**config.mk**
```make
export PLATFORM = sky130hd
export DESIGN_NAME = wlc_ctrl
export DESIGN_NICKNAME = d
export VERILOG_FILES = /design/src/verilog/wlc_pkg.sv /design/src/verilog/wlc_cfg_if.sv /design/src/verilog/wlc_wake_detect.sv /design/src/verilog/wlc_lp_pad.sv /design/src/verilog/wlc_ctrl.sv
export SDC_FILE = /design/constraint.sdc
export NUM_CORES = 1
export LEC_CHECK = 0
export CORE_ASPECT_RATIO = 1.75
export CORE_MARGIN = 2
export CORE_UTILIZATION = 25
export DETAILED_ROUTE_END_ITERATION = 6
export DONT_BUFFER_PORTS = 1
export GPL_ROUTABILITY_DRIVEN = 0
export SETUP_SLACK_MARGIN = 0.1
export SYNTH_ARGS = -nofsm -noshare
export SYNTH_HDL_FRONTEND = slang
export SYNTH_SLANG_ARGS = --single-unit
export TNS_END_PERCENT = 10
```
**constraint.sdc**
```tcl
create_clock -name mclk -period 2.3 [get_ports mclk]
set_clock_uncertainty 0.2 [all_clocks]
set_input_delay 0.46 -clock mclk [delete_from_list [all_inputs] [get_ports mclk]]
set_output_delay 0.46 -clock mclk [all_outputs]
set_load 0.01 [all_outputs]
```
**src/verilog/wlc_pkg.sv**
```systemverilog
// Constants of the wake-up and low-power pin control block.
// Assumes a 32-bit register port with byte offsets.
`default_nettype none
package wlc_pkg;
    localparam int NUM_WAKE = 5;
    localparam int NUM_LP = 3;
    localparam int ADDR_W = 8;
    // Register byte offsets
    localparam logic [7:0] OFS_WAKE_LEVEL = 8'h00;
    localparam logic [7:0] OFS_WAKE_EN = 8'h04;
    localparam logic [7:0] OFS_XTAL_CFG = 8'h08;
    localparam logic [7:0] OFS_LP_DIR = 8'h0c;
    localparam logic [7:0] OFS_LP_OUT = 8'h10;
    localparam logic [7:0] OFS_LP_DRIVE = 8'h14;
    localparam logic [7:0] OFS_LP_PULL = 8'h18;
    localparam logic [7:0] OFS_IRQ_STATUS = 8'h1c;
    localparam logic [7:0] OFS_IRQ_CLEAR = 8'h20;
    localparam logic [7:0] OFS_IRQ_ENABLE = 8'h24;
    localparam logic [7:0] OFS_CLK_CTRL = 8'h28;
    localparam logic [7:0] OFS_CLK_STATUS = 8'h2c;
    // Values after reset
    localparam logic [4:0] RST_WAKE_LEVEL = 5'h00;
    localparam logic [4:0] RST_WAKE_EN = 5'h07;
    localparam logic RST_FAST_XTAL = 1'b0;
    localparam logic [2:0] RST_LP_DIR = 3'h7;
    localparam logic [2:0] RST_LP_OUT = 3'h0;
    localparam logic [2:0] RST_LP_DRIVE = 3'h0;
    localparam logic [2:0] RST_LP_PULL = 3'h0;
    localparam logic [1:0] RST_CLK_CTRL = 2'h0;
    // Interrupt status bits
    localparam int IRQ_W = 3;
    localparam int IRQ_WAKE = 0;
    localparam int IRQ_XO_READY = 1;
    localparam int IRQ_XO_LOST = 2;
    // Clock control and status bits
    localparam int CLK_XO_REQ = 0;
    localparam int CLK_LF_XTAL = 1;
    localparam int CST_HF_XO = 0;
    localparam int CST_LF_XTAL = 1;
    localparam int CST_LP_MODE = 2;
    localparam int CST_WAKE_REQ = 3;
    localparam int CST_XO_START = 4;
endpackage : wlc_pkg
`default_nettype wire

```
**src/verilog/wlc_cfg_if.sv**
```systemverilog
// Carrier between the register bank and its pin submodules.
// Assumes all parties sit on mclk.
`default_nettype none
interface wlc_cfg_if #(
    parameter int NW = 5,
    parameter int NL = 3
);
    logic lp_mode;
    logic [NW-1:0] wake_level;
    logic [NW-1:0] wake_en;
    logic [NW-1:0] wake_pins;
    logic [NW-1:0] wake_hit;
    logic wake_req;
    logic [NL-1:0] lp_dir;
    logic [NL-1:0] lp_out;
    logic [NL-1:0] pin_o;
    logic [NL-1:0] pin_oe;
    modport regs (output lp_mode, wake_level, wake_en, wake_pins, lp_dir, lp_out,
                  input wake_hit, wake_req, pin_o, pin_oe);
    modport wake (input lp_mode, wake_level, wake_en, wake_pins,
                  output wake_hit, wake_req);
    modport pad (input lp_mode, wake_en, lp_dir, lp_out, output pin_o, pin_oe);
endinterface : wlc_cfg_if
`default_nettype wire

```
**src/verilog/wlc_wake_detect.sv**
```systemverilog
// Per-pin wake level match and combined wake request.
// Assumes wake pins are already synchronous to mclk.
`default_nettype none
module wlc_wake_detect #(
    parameter int NW = 5
) (
    // Configuration and pins
    wlc_cfg_if.wake cfg
);
    if (NW < 1 || NW > 32)
    begin : g_chk
        $error("wlc_wake_detect: NW out of range");
    end
    for (genvar i = 0; i < NW; i++)
    begin : g_pin
        // Level bit 1 matches high, 0 matches low
        assign cfg.wake_hit[i] = cfg.wake_en[i] &
            (cfg.wake_pins[i] == cfg.wake_level[i]);
    end
    assign cfg.wake_req = cfg.lp_mode & (|cfg.wake_hit);
endmodule : wlc_wake_detect
`default_nettype wire

```
**src/verilog/wlc_lp_pad.sv**
```systemverilog
// Output value and enable of the low-power pins.
// Assumes the pad ring muxes these in only during sleep or standby.
`default_nettype none
module wlc_lp_pad #(
    parameter int NL = 3
) (
    // Configuration and pad controls
    wlc_cfg_if.pad cfg
);
    if (NL < 1 || NL > 5)
    begin : g_chk
        $error("wlc_lp_pad: NL out of range");
    end
    for (genvar i = 0; i < NL; i++)
    begin : g_pin
        // Direction 0 is output; a wake source never drives
        assign cfg.pin_oe[i] = cfg.lp_mode & ~cfg.lp_dir[i]
            & ~cfg.wake_en[i];
        assign cfg.pin_o[i] = cfg.pin_oe[i] & cfg.lp_out[i];
    end
endmodule : wlc_lp_pad
`default_nettype wire

```
**src/verilog/wlc_ctrl.sv**
```systemverilog
// Register bank for wake-up pins, crystal indication, low-power pins
// and clock source selection.
// Assumes a single-cycle strobe register port on mclk and pins
// already synchronous to mclk.
`default_nettype none
module wlc_ctrl #(
    parameter int NW = 5,
    parameter int NL = 3
) (
    // Clock and reset
    input wire logic mclk,
    input wire logic rst,
    // Register port
    input wire logic [wlc_pkg::ADDR_W-1:0] addr,
    input wire logic [31:0] wdata,
    input wire logic wr,
    input wire logic rd,
    output logic [31:0] rdata,
    // Power state
    input wire logic lp_mode,
    output logic wake_req,
    // Wake pins
    input wire logic [NW-1:0] wake_pins,
    // Low-power pins
    output logic [NL-1:0] lp_pin_o,
    output logic [NL-1:0] lp_pin_oe,
    output logic [NL-1:0] lp_drive_hi,
    output logic [NL-1:0] lp_pull_en,
    // Clock sources
    input wire logic xo_ready,
    input wire logic lf_xtal_ok,
    output logic xo_enable,
    output logic hf_sel_xo,
    output logic lf_sel_xtal,
    output logic fast_crystal_flag,
    // Interrupt
    output logic irq
);
    if (NW != wlc_pkg::NUM_WAKE || NL != wlc_pkg::NUM_LP)
    begin : g_chk
        $error("wlc_ctrl: pin counts must match the register layout");
    end

    typedef enum {
        HF_RING,
        HF_START,
        HF_XO
    } wlc_hf_e;

    wlc_cfg_if #(.NW(NW), .NL(NL)) cfg ();

    // Configuration registers
    logic [NW-1:0] wake_level_q;
    logic [NW-1:0] wake_level_d;
    logic [NW-1:0] wake_src_q;
    logic [NW-1:0] wake_src_d;
    logic fast_xtal_q;
    logic fast_xtal_d;
    logic [NL-1:0] lp_dir_q;
    logic [NL-1:0] lp_dir_d;
    logic [NL-1:0] lp_out_q;
    logic [NL-1:0] lp_out_d;
    logic [NL-1:0] lp_drive_q;
    logic [NL-1:0] lp_drive_d;
    logic [NL-1:0] lp_pull_q;
    logic [NL-1:0] lp_pull_d;
    logic [1:0] clk_ctrl_q;
    logic [1:0] clk_ctrl_d;
    // Interrupt state
    logic [wlc_pkg::IRQ_W-1:0] irq_stat_q;
    logic [wlc_pkg::IRQ_W-1:0] irq_stat_d;
    logic [wlc_pkg::IRQ_W-1:0] irq_en_q;
    logic [wlc_pkg::IRQ_W-1:0] irq_en_d;
    logic [wlc_pkg::IRQ_W-1:0] irq_evt;
    logic [wlc_pkg::IRQ_W-1:0] irq_clr;
    logic wake_prev_q;
    logic wake_prev_d;
    // Clock source state
    wlc_hf_e hf_q;
    wlc_hf_e hf_d;
    logic lf_xtal_q;
    logic lf_xtal_d;
    // Read path
    logic [31:0] rdata_q;
    logic [31:0] rdata_d;
    logic [31:0] rmux;

    // Write decode
    logic wr_level;
    logic wr_wake_en;
    logic wr_xtal;
    logic wr_dir;
    logic wr_out;
    logic wr_drive;
    logic wr_pull;
    logic wr_clr;
    logic wr_irq_en;
    logic wr_clk;

    assign wr_level = wr && addr == wlc_pkg::OFS_WAKE_LEVEL;
    assign wr_wake_en = wr && addr == wlc_pkg::OFS_WAKE_EN;
    assign wr_xtal = wr && addr == wlc_pkg::OFS_XTAL_CFG;
    assign wr_dir = wr && addr == wlc_pkg::OFS_LP_DIR;
    assign wr_out = wr && addr == wlc_pkg::OFS_LP_OUT;
    assign wr_drive = wr && addr == wlc_pkg::OFS_LP_DRIVE;
    assign wr_pull = wr && addr == wlc_pkg::OFS_LP_PULL;
    assign wr_clr = wr && addr == wlc_pkg::OFS_IRQ_CLEAR;
    assign wr_irq_en = wr && addr == wlc_pkg::OFS_IRQ_ENABLE;
    assign wr_clk = wr && addr == wlc_pkg::OFS_CLK_CTRL;

    // Configuration next values
    always_comb
    begin
        wake_level_d = wake_level_q;
        wake_src_d = wake_src_q;
        fast_xtal_d = fast_xtal_q;
        lp_dir_d = lp_dir_q;
        lp_out_d = lp_out_q;
        lp_drive_d = lp_drive_q;
        lp_pull_d = lp_pull_q;
        clk_ctrl_d = clk_ctrl_q;
        // Reserved bits are not stored, so they always read as reset value
        if (wr_level)
        begin
            wake_level_d = wdata[NW-1:0];
        end
        if (wr_wake_en)
        begin
            wake_src_d = wdata[NW-1:0];
        end
        if (wr_xtal)
        begin
            fast_xtal_d = wdata[0];
        end
        if (wr_dir)
        begin
            lp_dir_d = wdata[NL-1:0];
        end
        if (wr_out)
        begin
            // Stored regardless of direction, so reads return it
            lp_out_d = wdata[NL-1:0];
        end
        if (wr_drive)
        begin
            lp_drive_d = wdata[NL-1:0];
        end
        if (wr_pull)
        begin
            lp_pull_d = wdata[NL-1:0];
        end
        if (wr_clk)
        begin
            clk_ctrl_d = wdata[1:0];
        end
    end

    always_ff @(posedge mclk or posedge rst)
    begin
        if (rst)
        begin
            wake_level_q <= wlc_pkg::RST_WAKE_LEVEL;
            wake_src_q <= wlc_pkg::RST_WAKE_EN;
            fast_xtal_q <= wlc_pkg::RST_FAST_XTAL;
            lp_dir_q <= wlc_pkg::RST_LP_DIR;
            lp_out_q <= wlc_pkg::RST_LP_OUT;
            lp_drive_q <= wlc_pkg::RST_LP_DRIVE;
            lp_pull_q <= wlc_pkg::RST_LP_PULL;
            clk_ctrl_q <= wlc_pkg::RST_CLK_CTRL;
        end
        else
        begin
            wake_level_q <= wake_level_d;
            wake_src_q <= wake_src_d;
            fast_xtal_q <= fast_xtal_d;
            lp_dir_q <= lp_dir_d;
            lp_out_q <= lp_out_d;
            lp_drive_q <= lp_drive_d;
            lp_pull_q <= lp_pull_d;
            clk_ctrl_q <= clk_ctrl_d;
        end
    end

    // Clock source selection
    always_comb
    begin
        hf_d = hf_q;
        unique case (hf_q)
            HF_RING:
            begin
                if (clk_ctrl_q[wlc_pkg::CLK_XO_REQ])
                begin
                    hf_d = HF_START;
                end
            end
            HF_START:
            begin
                // Ring oscillator stays selected until the crystal settles
                if (!clk_ctrl_q[wlc_pkg::CLK_XO_REQ])
                begin
                    hf_d = HF_RING;
                end
                else if (xo_ready)
                begin
                    hf_d = HF_XO;
                end
            end
            HF_XO:
            begin
                if (!clk_ctrl_q[wlc_pkg::CLK_XO_REQ] || !xo_ready)
                begin
                    hf_d = HF_RING;
                end
            end
        endcase
        // Crystal used only when asked for and reported good
        lf_xtal_d = clk_ctrl_q[wlc_pkg::CLK_LF_XTAL] & lf_xtal_ok;
    end

    always_ff @(posedge mclk or posedge rst)
    begin
        if (rst)
        begin
            hf_q <= HF_RING;
            lf_xtal_q <= 1'b0;
        end
        else
        begin
            hf_q <= hf_d;
            lf_xtal_q <= lf_xtal_d;
        end
    end

    // Interrupt status: set wins over clear
    always_comb
    begin
        irq_evt = '0;
        irq_evt[wlc_pkg::IRQ_WAKE] = cfg.wake_req & ~wake_prev_q;
        irq_evt[wlc_pkg::IRQ_XO_READY] = hf_q == HF_START && hf_d == HF_XO;
        irq_evt[wlc_pkg::IRQ_XO_LOST] = hf_q == HF_XO && !xo_ready;
        irq_clr = wr_clr ? wdata[wlc_pkg::IRQ_W-1:0] : '0;
        irq_stat_d = (irq_stat_q & ~irq_clr) | irq_evt;
        irq_en_d = wr_irq_en ? wdata[wlc_pkg::IRQ_W-1:0] : irq_en_q;
        wake_prev_d = cfg.wake_req;
    end

    always_ff @(posedge mclk or posedge rst)
    begin
        if (rst)
        begin
            irq_stat_q <= '0;
            irq_en_q <= '0;
            wake_prev_q <= 1'b0;
        end
        else
        begin
            irq_stat_q <= irq_stat_d;
            irq_en_q <= irq_en_d;
            wake_prev_q <= wake_prev_d;
        end
    end

    // Read mux; unmapped and write-only offsets read zero
    always_comb
    begin
        rmux = '0;
        unique case (addr)
            wlc_pkg::OFS_WAKE_LEVEL: rmux[NW-1:0] = wake_level_q;
            wlc_pkg::OFS_WAKE_EN: rmux[NW-1:0] = wake_src_q;
            wlc_pkg::OFS_XTAL_CFG: rmux[0] = fast_xtal_q;
            wlc_pkg::OFS_LP_DIR: rmux[NL-1:0] = lp_dir_q;
            wlc_pkg::OFS_LP_OUT: rmux[NL-1:0] = lp_out_q;
            wlc_pkg::OFS_LP_DRIVE: rmux[NL-1:0] = lp_drive_q;
            wlc_pkg::OFS_LP_PULL: rmux[NL-1:0] = lp_pull_q;
            wlc_pkg::OFS_IRQ_STATUS: rmux[wlc_pkg::IRQ_W-1:0] = irq_stat_q;
            wlc_pkg::OFS_IRQ_ENABLE: rmux[wlc_pkg::IRQ_W-1:0] = irq_en_q;
            wlc_pkg::OFS_CLK_CTRL: rmux[1:0] = clk_ctrl_q;
            wlc_pkg::OFS_CLK_STATUS:
            begin
                rmux[wlc_pkg::CST_HF_XO] = hf_q == HF_XO;
                rmux[wlc_pkg::CST_LF_XTAL] = lf_xtal_q;
                rmux[wlc_pkg::CST_LP_MODE] = lp_mode;
                rmux[wlc_pkg::CST_WAKE_REQ] = cfg.wake_req;
                rmux[wlc_pkg::CST_XO_START] = hf_q == HF_START;
            end
            default: rmux = '0;
        endcase
        rdata_d = rd ? rmux : '0;
    end

    always_ff @(posedge mclk or posedge rst)
    begin
        if (rst)
        begin
            rdata_q <= '0;
        end
        else
        begin
            rdata_q <= rdata_d;
        end
    end

    // Submodule connections
    assign cfg.lp_mode = lp_mode;
    assign cfg.wake_level = wake_level_q;
    assign cfg.wake_en = wake_src_q;
    assign cfg.wake_pins = wake_pins;
    assign cfg.lp_dir = lp_dir_q;
    assign cfg.lp_out = lp_out_q;

    wlc_wake_detect #(.NW(NW)) u_wake (
        .cfg(cfg.wake)
    );

    wlc_lp_pad #(.NL(NL)) u_pad (
        .cfg(cfg.pad)
    );

    // Outputs
    assign rdata = rdata_q;
    assign wake_req = cfg.wake_req;
    assign lp_pin_o = cfg.pin_o;
    assign lp_pin_oe = cfg.pin_oe;
    assign lp_drive_hi = lp_drive_q;
    // Pull stays live even on wake source pins
    assign lp_pull_en = lp_pull_q;
    assign xo_enable = hf_q != HF_RING;
    assign hf_sel_xo = hf_q == HF_XO;
    assign lf_sel_xtal = lf_xtal_q;
    assign fast_crystal_flag = fast_xtal_q;
    assign irq = |(irq_stat_q & irq_en_q);
endmodule : wlc_ctrl
`default_nettype wire

```
Yosys cells after proc, flatten, opt, wreduce, memory -nomap -nowiden --
Index checks and enable logic that the tools add are counted. W data, S select, Z words.
Cells by class: bitwise logic cells 28, multiplexer cells 11, eq/ne operators 21, reduce and logical (&&, ||, !) cells 20
Operators with widths (count):
- $mux W32 | 4
- $pmux W32 S3 | 1
- $eq A32 B2 Y1 const B | 2
- $eq A32 B3 Y1 const B | 2
- $eq A32 B1 Y1 const B | 1
- $eq A8 B5 Y1 const B | 4
- $eq A8 B6 Y1 const B | 4
- $logic_not A32 Y1 | 1
- $reduce_bool A32 Y1 | 1
- $and A1 B1 Y1 | 17
- $eq A8 B4 Y1 const B | 2
- $logic_and A1 B1 Y1 | 12
- $pmux W1 S11 | 1
- $pmux W1 S10 | 1
- $pmux W1 S9 | 1
- $eq A8 B3 Y1 const B | 1
- $logic_not A8 Y1 | 1
- $not A1 Y1 | 7
- $and A3 B3 Y3 | 2
- $pmux W2 S3 | 1
- $eq A1 B1 Y1 | 5
- $mux W5 | 1
- $reduce_or A5 Y1 | 1
- $mux W3 | 1
- 5 further kinds | 6
Storage, ports and cells: output and inout bits 50, bits in registers 70, word-level logic and storage cells 94

Logic depth before layout (Yosys ltp) --
Gate-level depths: netlist (run 1).
depth after elaboration 7, gate-level depth with buffers 7, depth with buffers taken out 5

Modules after synthesis --
From an unflattened synthesis (run 1), not the netlist that was laid out.
Unflattened totals: cells, all modules 305, area total of the unflattened synthesis 3512.1 um^2
By module, submodules not included:
- wlc_ctrl | area each 3339.5 um^2, times used 1, cells each 287
- wlc_wake_detect | area each 97.6 um^2, times used 1, cells each 12
- wlc_lp_pad | area each 75.1 um^2, times used 1, cells each 6

Worst setup path after synthesis (run 1) --
Ideal clock, no wire load.
path kind flip-flop to output port, start point register hf_q[6], end point output xo_enable, slack 153 ps, stages on the path, launching flop included 6, path buffers 0, required time 1640 ps, data arrival time 1487 ps, cell sequence dfrtp_1 -> or4_4 -> nor3_4 -> nand4_4 -> nor2_1 -> nand2_1
Between the ends: longest elaborated chain between the ends 1
RTL lines:
- from (decl) | RTL line wlc_ctrl.sv:79 | wlc_hf_e hf_q;
- from (signal assigned) | RTL line wlc_ctrl.sv:224 | hf_q <= HF_RING;
- from (signal assigned) | RTL line wlc_ctrl.sv:229 | hf_q <= hf_d;
- $reduce_bool A32 Y1 | RTL line wlc_ctrl.sv:327 | assign xo_enable = hf_q != HF_RING;
- to (decl) | RTL line wlc_ctrl.sv:32 | output logic xo_enable,
No other way between the ends.

Final worst setup path (run 1) --
start point register hf_q[6], end point output hf_sel_xo
Between the ends: longest elaborated chain between the ends 1
RTL lines:
- $eq A32 B3 Y1 | RTL line wlc_ctrl.sv:328 | assign hf_sel_xo = hf_q == HF_XO;
- to (decl) | RTL line wlc_ctrl.sv:33 | output logic hf_sel_xo,
No other way between the ends.

==> results of run 1 <==
==> layout make-up <==
class	count	area, µm²
fillers	1362	9430
flip-flops and latches	70	1760
multi-input cells	206	1460
clock buffers	13	260
well taps	174	218
repair buffers	13	113
clock inverters	3	42.5
inverters	8	36.3
==> what timing repair did <==
item	4_1_cts	5_1_grt
pin swaps	6	5
setup endpoints to repair	3	4
gates resized for setup	5	0
hold buffers	1	0
hold endpoints to repair	18	0
buffers inserted	1	0
==> logic make-up (layout without fill, tap and decap cells) <==
family,Yosys count,in the layout,share of synthesized area (%)
AND/OR/NAND/NOR,102,102,19.2
other,1,27,0.110
XOR/XNOR,5,5,1.29
buffers and inverters,47,37,8.40
multiplexers,39,39,12.5
AO/OA/AOI/OAI,33,33,6.74
flip-flops,70,70,51.8
==> cell usage after synthesis, drive strengths merged (2+ instances only) <==
| cell | instances |
|---|---|
| mux2i | 11 |
| o21ai | 7 |
| nor2b | 32 |
| o2bb2ai | 2 |
| nand2 | 15 |
| xnor2 | 5 |
| inv | 8 |
| dfrtp | 64 |
| nor3 | 4 |
| nand4 | 3 |
| and2 | 4 |
| dfstp | 6 |
| clkbuf | 8 |
| nor2 | 7 |
| a22o | 3 |
| a222oi | 2 |
| a21oi | 7 |
| nor3b | 4 |
| and3 | 7 |
| buf | 31 |
| mux2 | 28 |
| nand3 | 14 |
| nor4 | 7 |
==> critical path: stages (launching register included) <==
cell and delay [ps]:
dfrtp_1 370, or4_4 550, nor3_4 150, nand4_4 150
nor3b_4 310
==> sequential cells by signal, indices dropped and copies added, names as in the netlist <==
register,cells
cfg.lp_dir,3
cfg.lp_out,3
cfg.wake_en,5
cfg.wake_level,5
clk_ctrl_q,2
fast_crystal_flag,1
hf_q,32
irq_en_q,3
irq_stat_q,3
lf_sel_xtal,1
lp_drive_hi,3
lp_pull_en,3
rdata,5
wake_prev_q,1
==> power groups by stage <==
stage	Clock, mW	Sequential (mW)	Combinational [mW]
after CTS	1.41	1.31	0.159
final	1.37	1.31	0.157
after detailed placement	0	1.33	0.155
after floorplan	0	1.31	0.168
after global placement	0	1.33	0.151
after global routing	1.47	1.31	0.177
==> metrics by stage <==
stage | cells | instance area, µm² | setup WS, ps | total power [mW]
3_3_place_gp | 469 | 3560 | 57.6 | 1.48
5_1_grt | 487 | 3890 | -305 | 2.96
3_5_place_dp | 469 | 3560 | 41.8 | 1.49
6_report | 487 | 3890 | -216 | 2.84
4_1_cts | 487 | 3890 | -286 | 2.88
2_1_floorplan | 323 | 3500 | 153 | 1.48
==> per-layer routing <==
| layer | up-vias | routed length, µm | GRT usage [%] |
|---|---|---|---|
| li1 | 1002 | - | - |
| met1 | 1108 | 2920 | 11.1 |
| met2 | 82 | 4310 | 20.9 |
| met3 | 10 | 418 | 3.43 |
| met4 | 0 | 165 | 6.11 |
| met5 | - | 0 | 0 |
==> worst paths after layout <==
kind | endpoint | slack, ps | depth (start not counted)
setup / recovery | hf_sel_xo | -220 | 4
min in group asynchronous | lp_drive_hi[0] | 450 | 2
max in group asynchronous | cfg.lp_dir[0] | 780 | 3
hold reg to reg | irq_stat_q[0] | 230 | 1
setup reg to reg | rdata[0] | 200 | 6
hold / removal | rdata[2] | 60 | 2
==> key figures, run 1 <==
Synthesis
  – Main synth FF type: dfrtp_1
  – Sequential fraction of the synthesis area: between 50% and 60%
  – Synth Instances: around 300
  – Synth cell types: 50
  – Top post-synthesis cells by area: dfrtp_1 47%, mux2_1 9.3%, buf_4 6.2%
  – Synth warnings: 0
  – Area share of the largest cell type after synthesis: a little under half
  – Register bit total from synthesis: 70
  – Fraction of registers with async set/reset: 100%
  – Yosys top cell by area: dfrtp_1
  – Area of the mapped netlist: roughly 3400 µm²
  – Post-synth EDFFs: 0
  – Syn_area_per_cell: roughly 11 µm²

Timing
  – Slew @ Worst Pin: approximately 530 ps
  – Fin Setup TNS: -398 ps
  – Min Tclk post-route: 2520 ps
  – Crit share post-route: 109%
  – Final hold viol count: 0
  – Final worst setup slack: -216 ps
  – RSZ-0062 raised after global routing: true
  – Setup violations, final: 2
  – Fmax: between 300 and 400 MHz
  – Slew headroom: 64.9%
  – Max-slew violations: 0
  – WHS: ~65 ps

Route
  – Post-route antenna net violation count: 0
  – Vias: between 2,000 and 2,500
  – WL final: between 7000 and 8000 µm
  – Drt pass-1 iters: 4
  – Vias per cell: ~4.5
  – Routed wire per std cell: 16.0 µm
  – Starting DRT DRC Count: between 90 and 100
  – DRC viols: 0

Worst setup path
  – CP startpoint: hf_q[6]
  – Worst Path Required: 1640 ps
  – Critical Path End Type: output port
  – Worst EP arrival: 1860 ps
  – WS Path Type: reg -> out
  – FF-to-FF Start: hf_q[6]
  – Crit-path max FO: 4
  – Setup crit start kind: flip-flop

Clock network
  – Clock transition at path regs: 50 ps
  – TritonCTS Buffers: 9
  – Clock tree buffer depth: 2
  – H-tree Lvls: 3
  – TritonCTS clock tree: done
  – Clk root buf: clkbuf_16
  – Sink Count: 70
  – Clk_lat worst skew: roughly 320 ps

Power and ir drop
  – Seq pwr share: ~46%
  – Pint: approximately 2.2 mW
  – Power density cells: ~730 nW/µm²
  – Switching part of the total: a little over a fifth
  – Comb pwr share: ~5.5%
  – Net Sw Power: 612 µW
  – LEAKAGE: approximately 1.9 nW
  – Max VDD drop: ~290 µV
  – Clk pwr share: between 40% and 50%

Placed design
  – I/O Buffers: 0
  – DPL Wire Length: ~6000 µm

Floorplanning
  – Site row count: 56
  – Core area: roughly 13,000 µm²
  – Die width: between 90 and 100 µm
  – Die area: between 10,000 and 15,000 µm²
  – Io pins: around 100
  – Chip height: around 160 µm
  – Initial Util: 25.5%

Layout
  – Most frequent cells in the layout: 64 x dfrtp_1, 32 x nor2b_1, 28 x mux2_1, 27 x conb_1, 14 x nand3_1
  – Post-layout util: 29.2%
  – P&R area growth vs syn: 14.4%
  – ANT cells: 0
  – Share of layout cells above drive strength 1: about 15%
  – Commonest non-fill, non-tap cell in the layout: dfrtp_1
  – Nets: 360

Outcome
  – Outcome: finished, violations left
  – Violated checks: setup timing

Global routing
  – Global-route wire length before repair: between 10,000 and 15,000 µm
  – Tot GR Track Use: between 10% and 20%
  – Vias in the first global route: between 2,000 and 2,500
  – Pin count of the biggest net entering global routing: slightly above 50
  – Initial antenna violation count: 0
  – Congestion Overflow GR: 0

Hold path
  – Worst hold path class: in -> reg
  – HP Start: rd

Job
  – Max Cap Viol: 0
No activity file was read; power rests on OpenSTA's default activity.
==> inputs of run 2 (changes only) <==
--- a/config.mk
+++ b/config.mk
@@ -11,6 +11,7 @@
 export DETAILED_ROUTE_END_ITERATION = 6
 export DONT_BUFFER_PORTS = 1
 export GPL_ROUTABILITY_DRIVEN = 0
+export PLACE_DENSITY_LB_ADDON = 0.05
 export SETUP_SLACK_MARGIN = 0.1
 export SYNTH_ARGS = -nofsm -noshare
 export SYNTH_HDL_FRONTEND = slang
==> run 2 against run 1 <==
  * The run still ends with setup timing left
  * Sequential cell count is the same
  * Global-route usage is 1.9 points higher
  * Non-clock buffer count stayed put
  * Final area increased by 0.58%
  * Maximum frequency rose by 0.35%
  * Cell count is the same
  * Core utilization increased by 0.17 points
  * Worst setup slack gained 8.7 ps
  * Highest routed layer unchanged
==> key figures, run 2 (same netlist as run 1, synthesis figures left out) <==
Hold path
  – HP Start: wdata[2] (was rd)
  – Worst hold path class: in -> reg (unchanged)
  – WHS Path Cells: 1 (was 2)
  – Hold Path End: cfg.wake_level[2] (was rdata[2])

Placed design
  – Setup WS pre-CTS: 67.8 ps (was 41.8 ps)
  – DPL Wire Length: 6830 µm (was 5920 µm)
  – I/O Buffers: 0 (unchanged)

Layout
  – Largest register by flop count: hf_q (unchanged)
  – P&R area growth vs syn: 15.1% (was 14.4%)
  – ANT cells: 0 (unchanged)
  – Nets: 360 (unchanged)
  – Fill cells: 1,394 (was 1,362)
  – Commonest non-fill, non-tap cell in the layout: dfrtp_1 (unchanged)
  – Most frequent cells in the layout: 64 x dfrtp_1, 32 x nor2b_1, 28 x mux2_1, 27 x conb_1, 14 x nand3_1 (unchanged)
  – Max reg flops: 32 (unchanged)
  – Share of layout cells above drive strength 1: 15.3% (was 15.0%)

Clock network
  – Sink Count: 70 (unchanged)
  – TritonCTS clock tree: done (unchanged)
  – Clock tree buffer depth: 2 (unchanged)
  – Clk_lat worst skew: 330 ps (was 320 ps)
  – H-tree Lvls: 3 (unchanged)
  – TritonCTS Buffers: 9 (unchanged)
  – Clk root buf: clkbuf_16 (unchanged)
  – Clock transition at path regs: 60 ps (was 50 ps)

Worst setup path
  – FF-to-FF Start: hf_q[6] (unchanged)
  – CP startpoint: hf_q[6] (unchanged)
  – Setup crit start kind: flip-flop (unchanged)
  – Crit-path max FO: 3 (was 4)
  – Critical Path End Type: output port (unchanged)
  – Worst EP arrival: 1850 ps (was 1860 ps)
  – Worst Path Required: 1640 ps (about the same)
  – Register-to-Register Setup Slack: 220 ps (was 200 ps)
  – R2R depth: 6 (unchanged)
  – WS Path Type: reg -> out (unchanged)
  – Reg-to-Reg End: rdata[0] (unchanged)

Power and ir drop
  – Max VDD drop: 384 µV (was 294 µV)
  – Pint: 2.27 mW (was 2.23 mW)
  – LEAKAGE: 1.88 nW (was 1.87 nW)
  – Clk pwr share: 49.9% (was 48.4%)
  – Power density cells: 751 nW/µm² (was 731 nW/µm²)
  – Seq pwr share: 44.7% (was 46.1%)
  – Comb pwr share: 5.4% (was 5.5%)
  – Net Sw Power: 661 µW (was 612 µW)
  – Switching part of the total: 22.5% (was 21.6%)

Global routing
  – Tot GR Track Use: 13.1% (was 11.3%)
  – Pin count of the biggest net entering global routing: 40 (was 51)
  – Congestion Overflow GR: 0 (unchanged)
  – Global-route wire length before repair: 14,000 µm (was 12,200 µm)
  – Initial antenna violation count: 0 (unchanged)
  – Vias in the first global route: 2,350 (was 2,293)

Timing
  – Setup violations, final: 2 (unchanged)
  – Slew headroom: 54.4% (was 64.9%)
  – Final hold viol count: 0 (unchanged)
  – Min Tclk post-route: 2510 ps (was 2520 ps)
  – RSZ-0062 raised after global routing: true (unchanged)
  – Slew @ Worst Pin: 684 ps (was 526 ps)
  – Max-slew violations: 0 (unchanged)
  – Final worst setup slack: -207 ps (was -216 ps)
  – WHS: 57.6 ps (was 64.6 ps)
  – Crit share post-route: 109% (about the same)
  – Fmax: 399 MHz (was 397 MHz)

Route
  – Drt pass-1 iters: 4 (unchanged)
  – DRC viols: 0 (unchanged)
  – Vias per cell: 4.40 (was 4.52)
  – Vias: 2,141 (was 2,202)
  – Routed wire per std cell: 18.7 µm (was 16.0 µm)
  – WL final: 9120 µm (was 7810 µm)
  – Post-route antenna net violation count: 0 (unchanged)
  – Starting DRT DRC Count: 59 (was 96)

Job
  – Max Cap Viol: 0 (unchanged)

Floorplanning
  – Die width: 92.1 µm (unchanged)
  – Die area: 14,600 µm² (unchanged)
  – Core area: 13,300 µm² (unchanged)
  – Initial Util: 25.5% (unchanged)
  – Site row count: 56 (unchanged)
  – Io pins: 102 (unchanged)
  – Chip height: 158 µm (unchanged)

Outcome
  – Violated checks: setup timing (unchanged)
  – Outcome: finished, violations left (unchanged)
-- run 2: cell types whose count changed in the layout (fill, tap and decap cells not counted), sizes merged --
cell      before  now
bufinv         1    2
clkbuf        13   11
clkinv         1    3
clkinvlp       2    1
-- run 2: worst max-delay path by stage --
stage          cells past startpoint   endpoint
4_1_cts                            4  hf_sel_xo
3_5_place_dp                       5  xo_enable
3_3_place_gp                       5  xo_enable
2_1_floorplan                      5  xo_enable
6_report                           4  hf_sel_xo
5_1_grt                            4  hf_sel_xo
-- run 2: per-layer routing --
layer,GRT usage (%),part of all wire (%),up-vias
li1,-,-,1010
met1,13.6,36,1047
met2,24.4,56,71
met3,3.95,5.8,13
met4,5.47,2.2,0
met5,0,0,-
-- run 2: area by class of cell --
class / count / area, µm² / share of cell area (%)
clock buffer: 11 / 233 / 5.95
clock inverter: 5 / 75.1 / 1.92
inverter: 8 / 36.3 / 0.928
multi-input combinational: 206 / 1460 / 37.4
sequential: 70 / 1760 / 45.0
tap: 174 / 218 / 5.57
timing repair buffer: 13 / 125 / 3.20
-- run 2: stage by stage --
step | instances | TNS (ps) | power, mW | util (%) | cell area (µm²)
floorplan | 323 | 0 | 1.48 | - | 3500
global placement | 469 | 0 | 1.49 | 26.8 | 3570
detailed placement | 469 | 0 | 1.49 | 26.8 | 3570
CTS | 487 | -483 | 3.00 | 29.3 | 3900
global route | 487 | -588 | 3.07 | 29.4 | 3910
finish | 487 | -368 | 2.94 | 29.4 | 3910
-- run 2: timing repair --
item                                   CTS  global route
pin swaps                                6             3
hold buffers                             1             0
endpoints found under the hold margin   18             0
setup buffers                            1             0
setup endpoints to repair                3             6
gates resized for setup                  5             1
-- run 2: power groups by stage --
stage / registers (mW) / clock network [mW] / logic (mW)
after global placement: 1.34 / 0 / 0.157
after global routing: 1.32 / 1.57 / 0.178
after CTS: 1.31 / 1.52 / 0.162
after floorplan: 1.31 / 0 / 0.168
after detailed placement: 1.34 / 0 / 0.158
final: 1.31 / 1.46 / 0.159
-- run 2: critical path, cell delays in order (launching register included) --
cell and delay, ps:
dfrtp_1 370, or4_4 550, nor3_4 160, nand4_4 150, nor3b_4 300
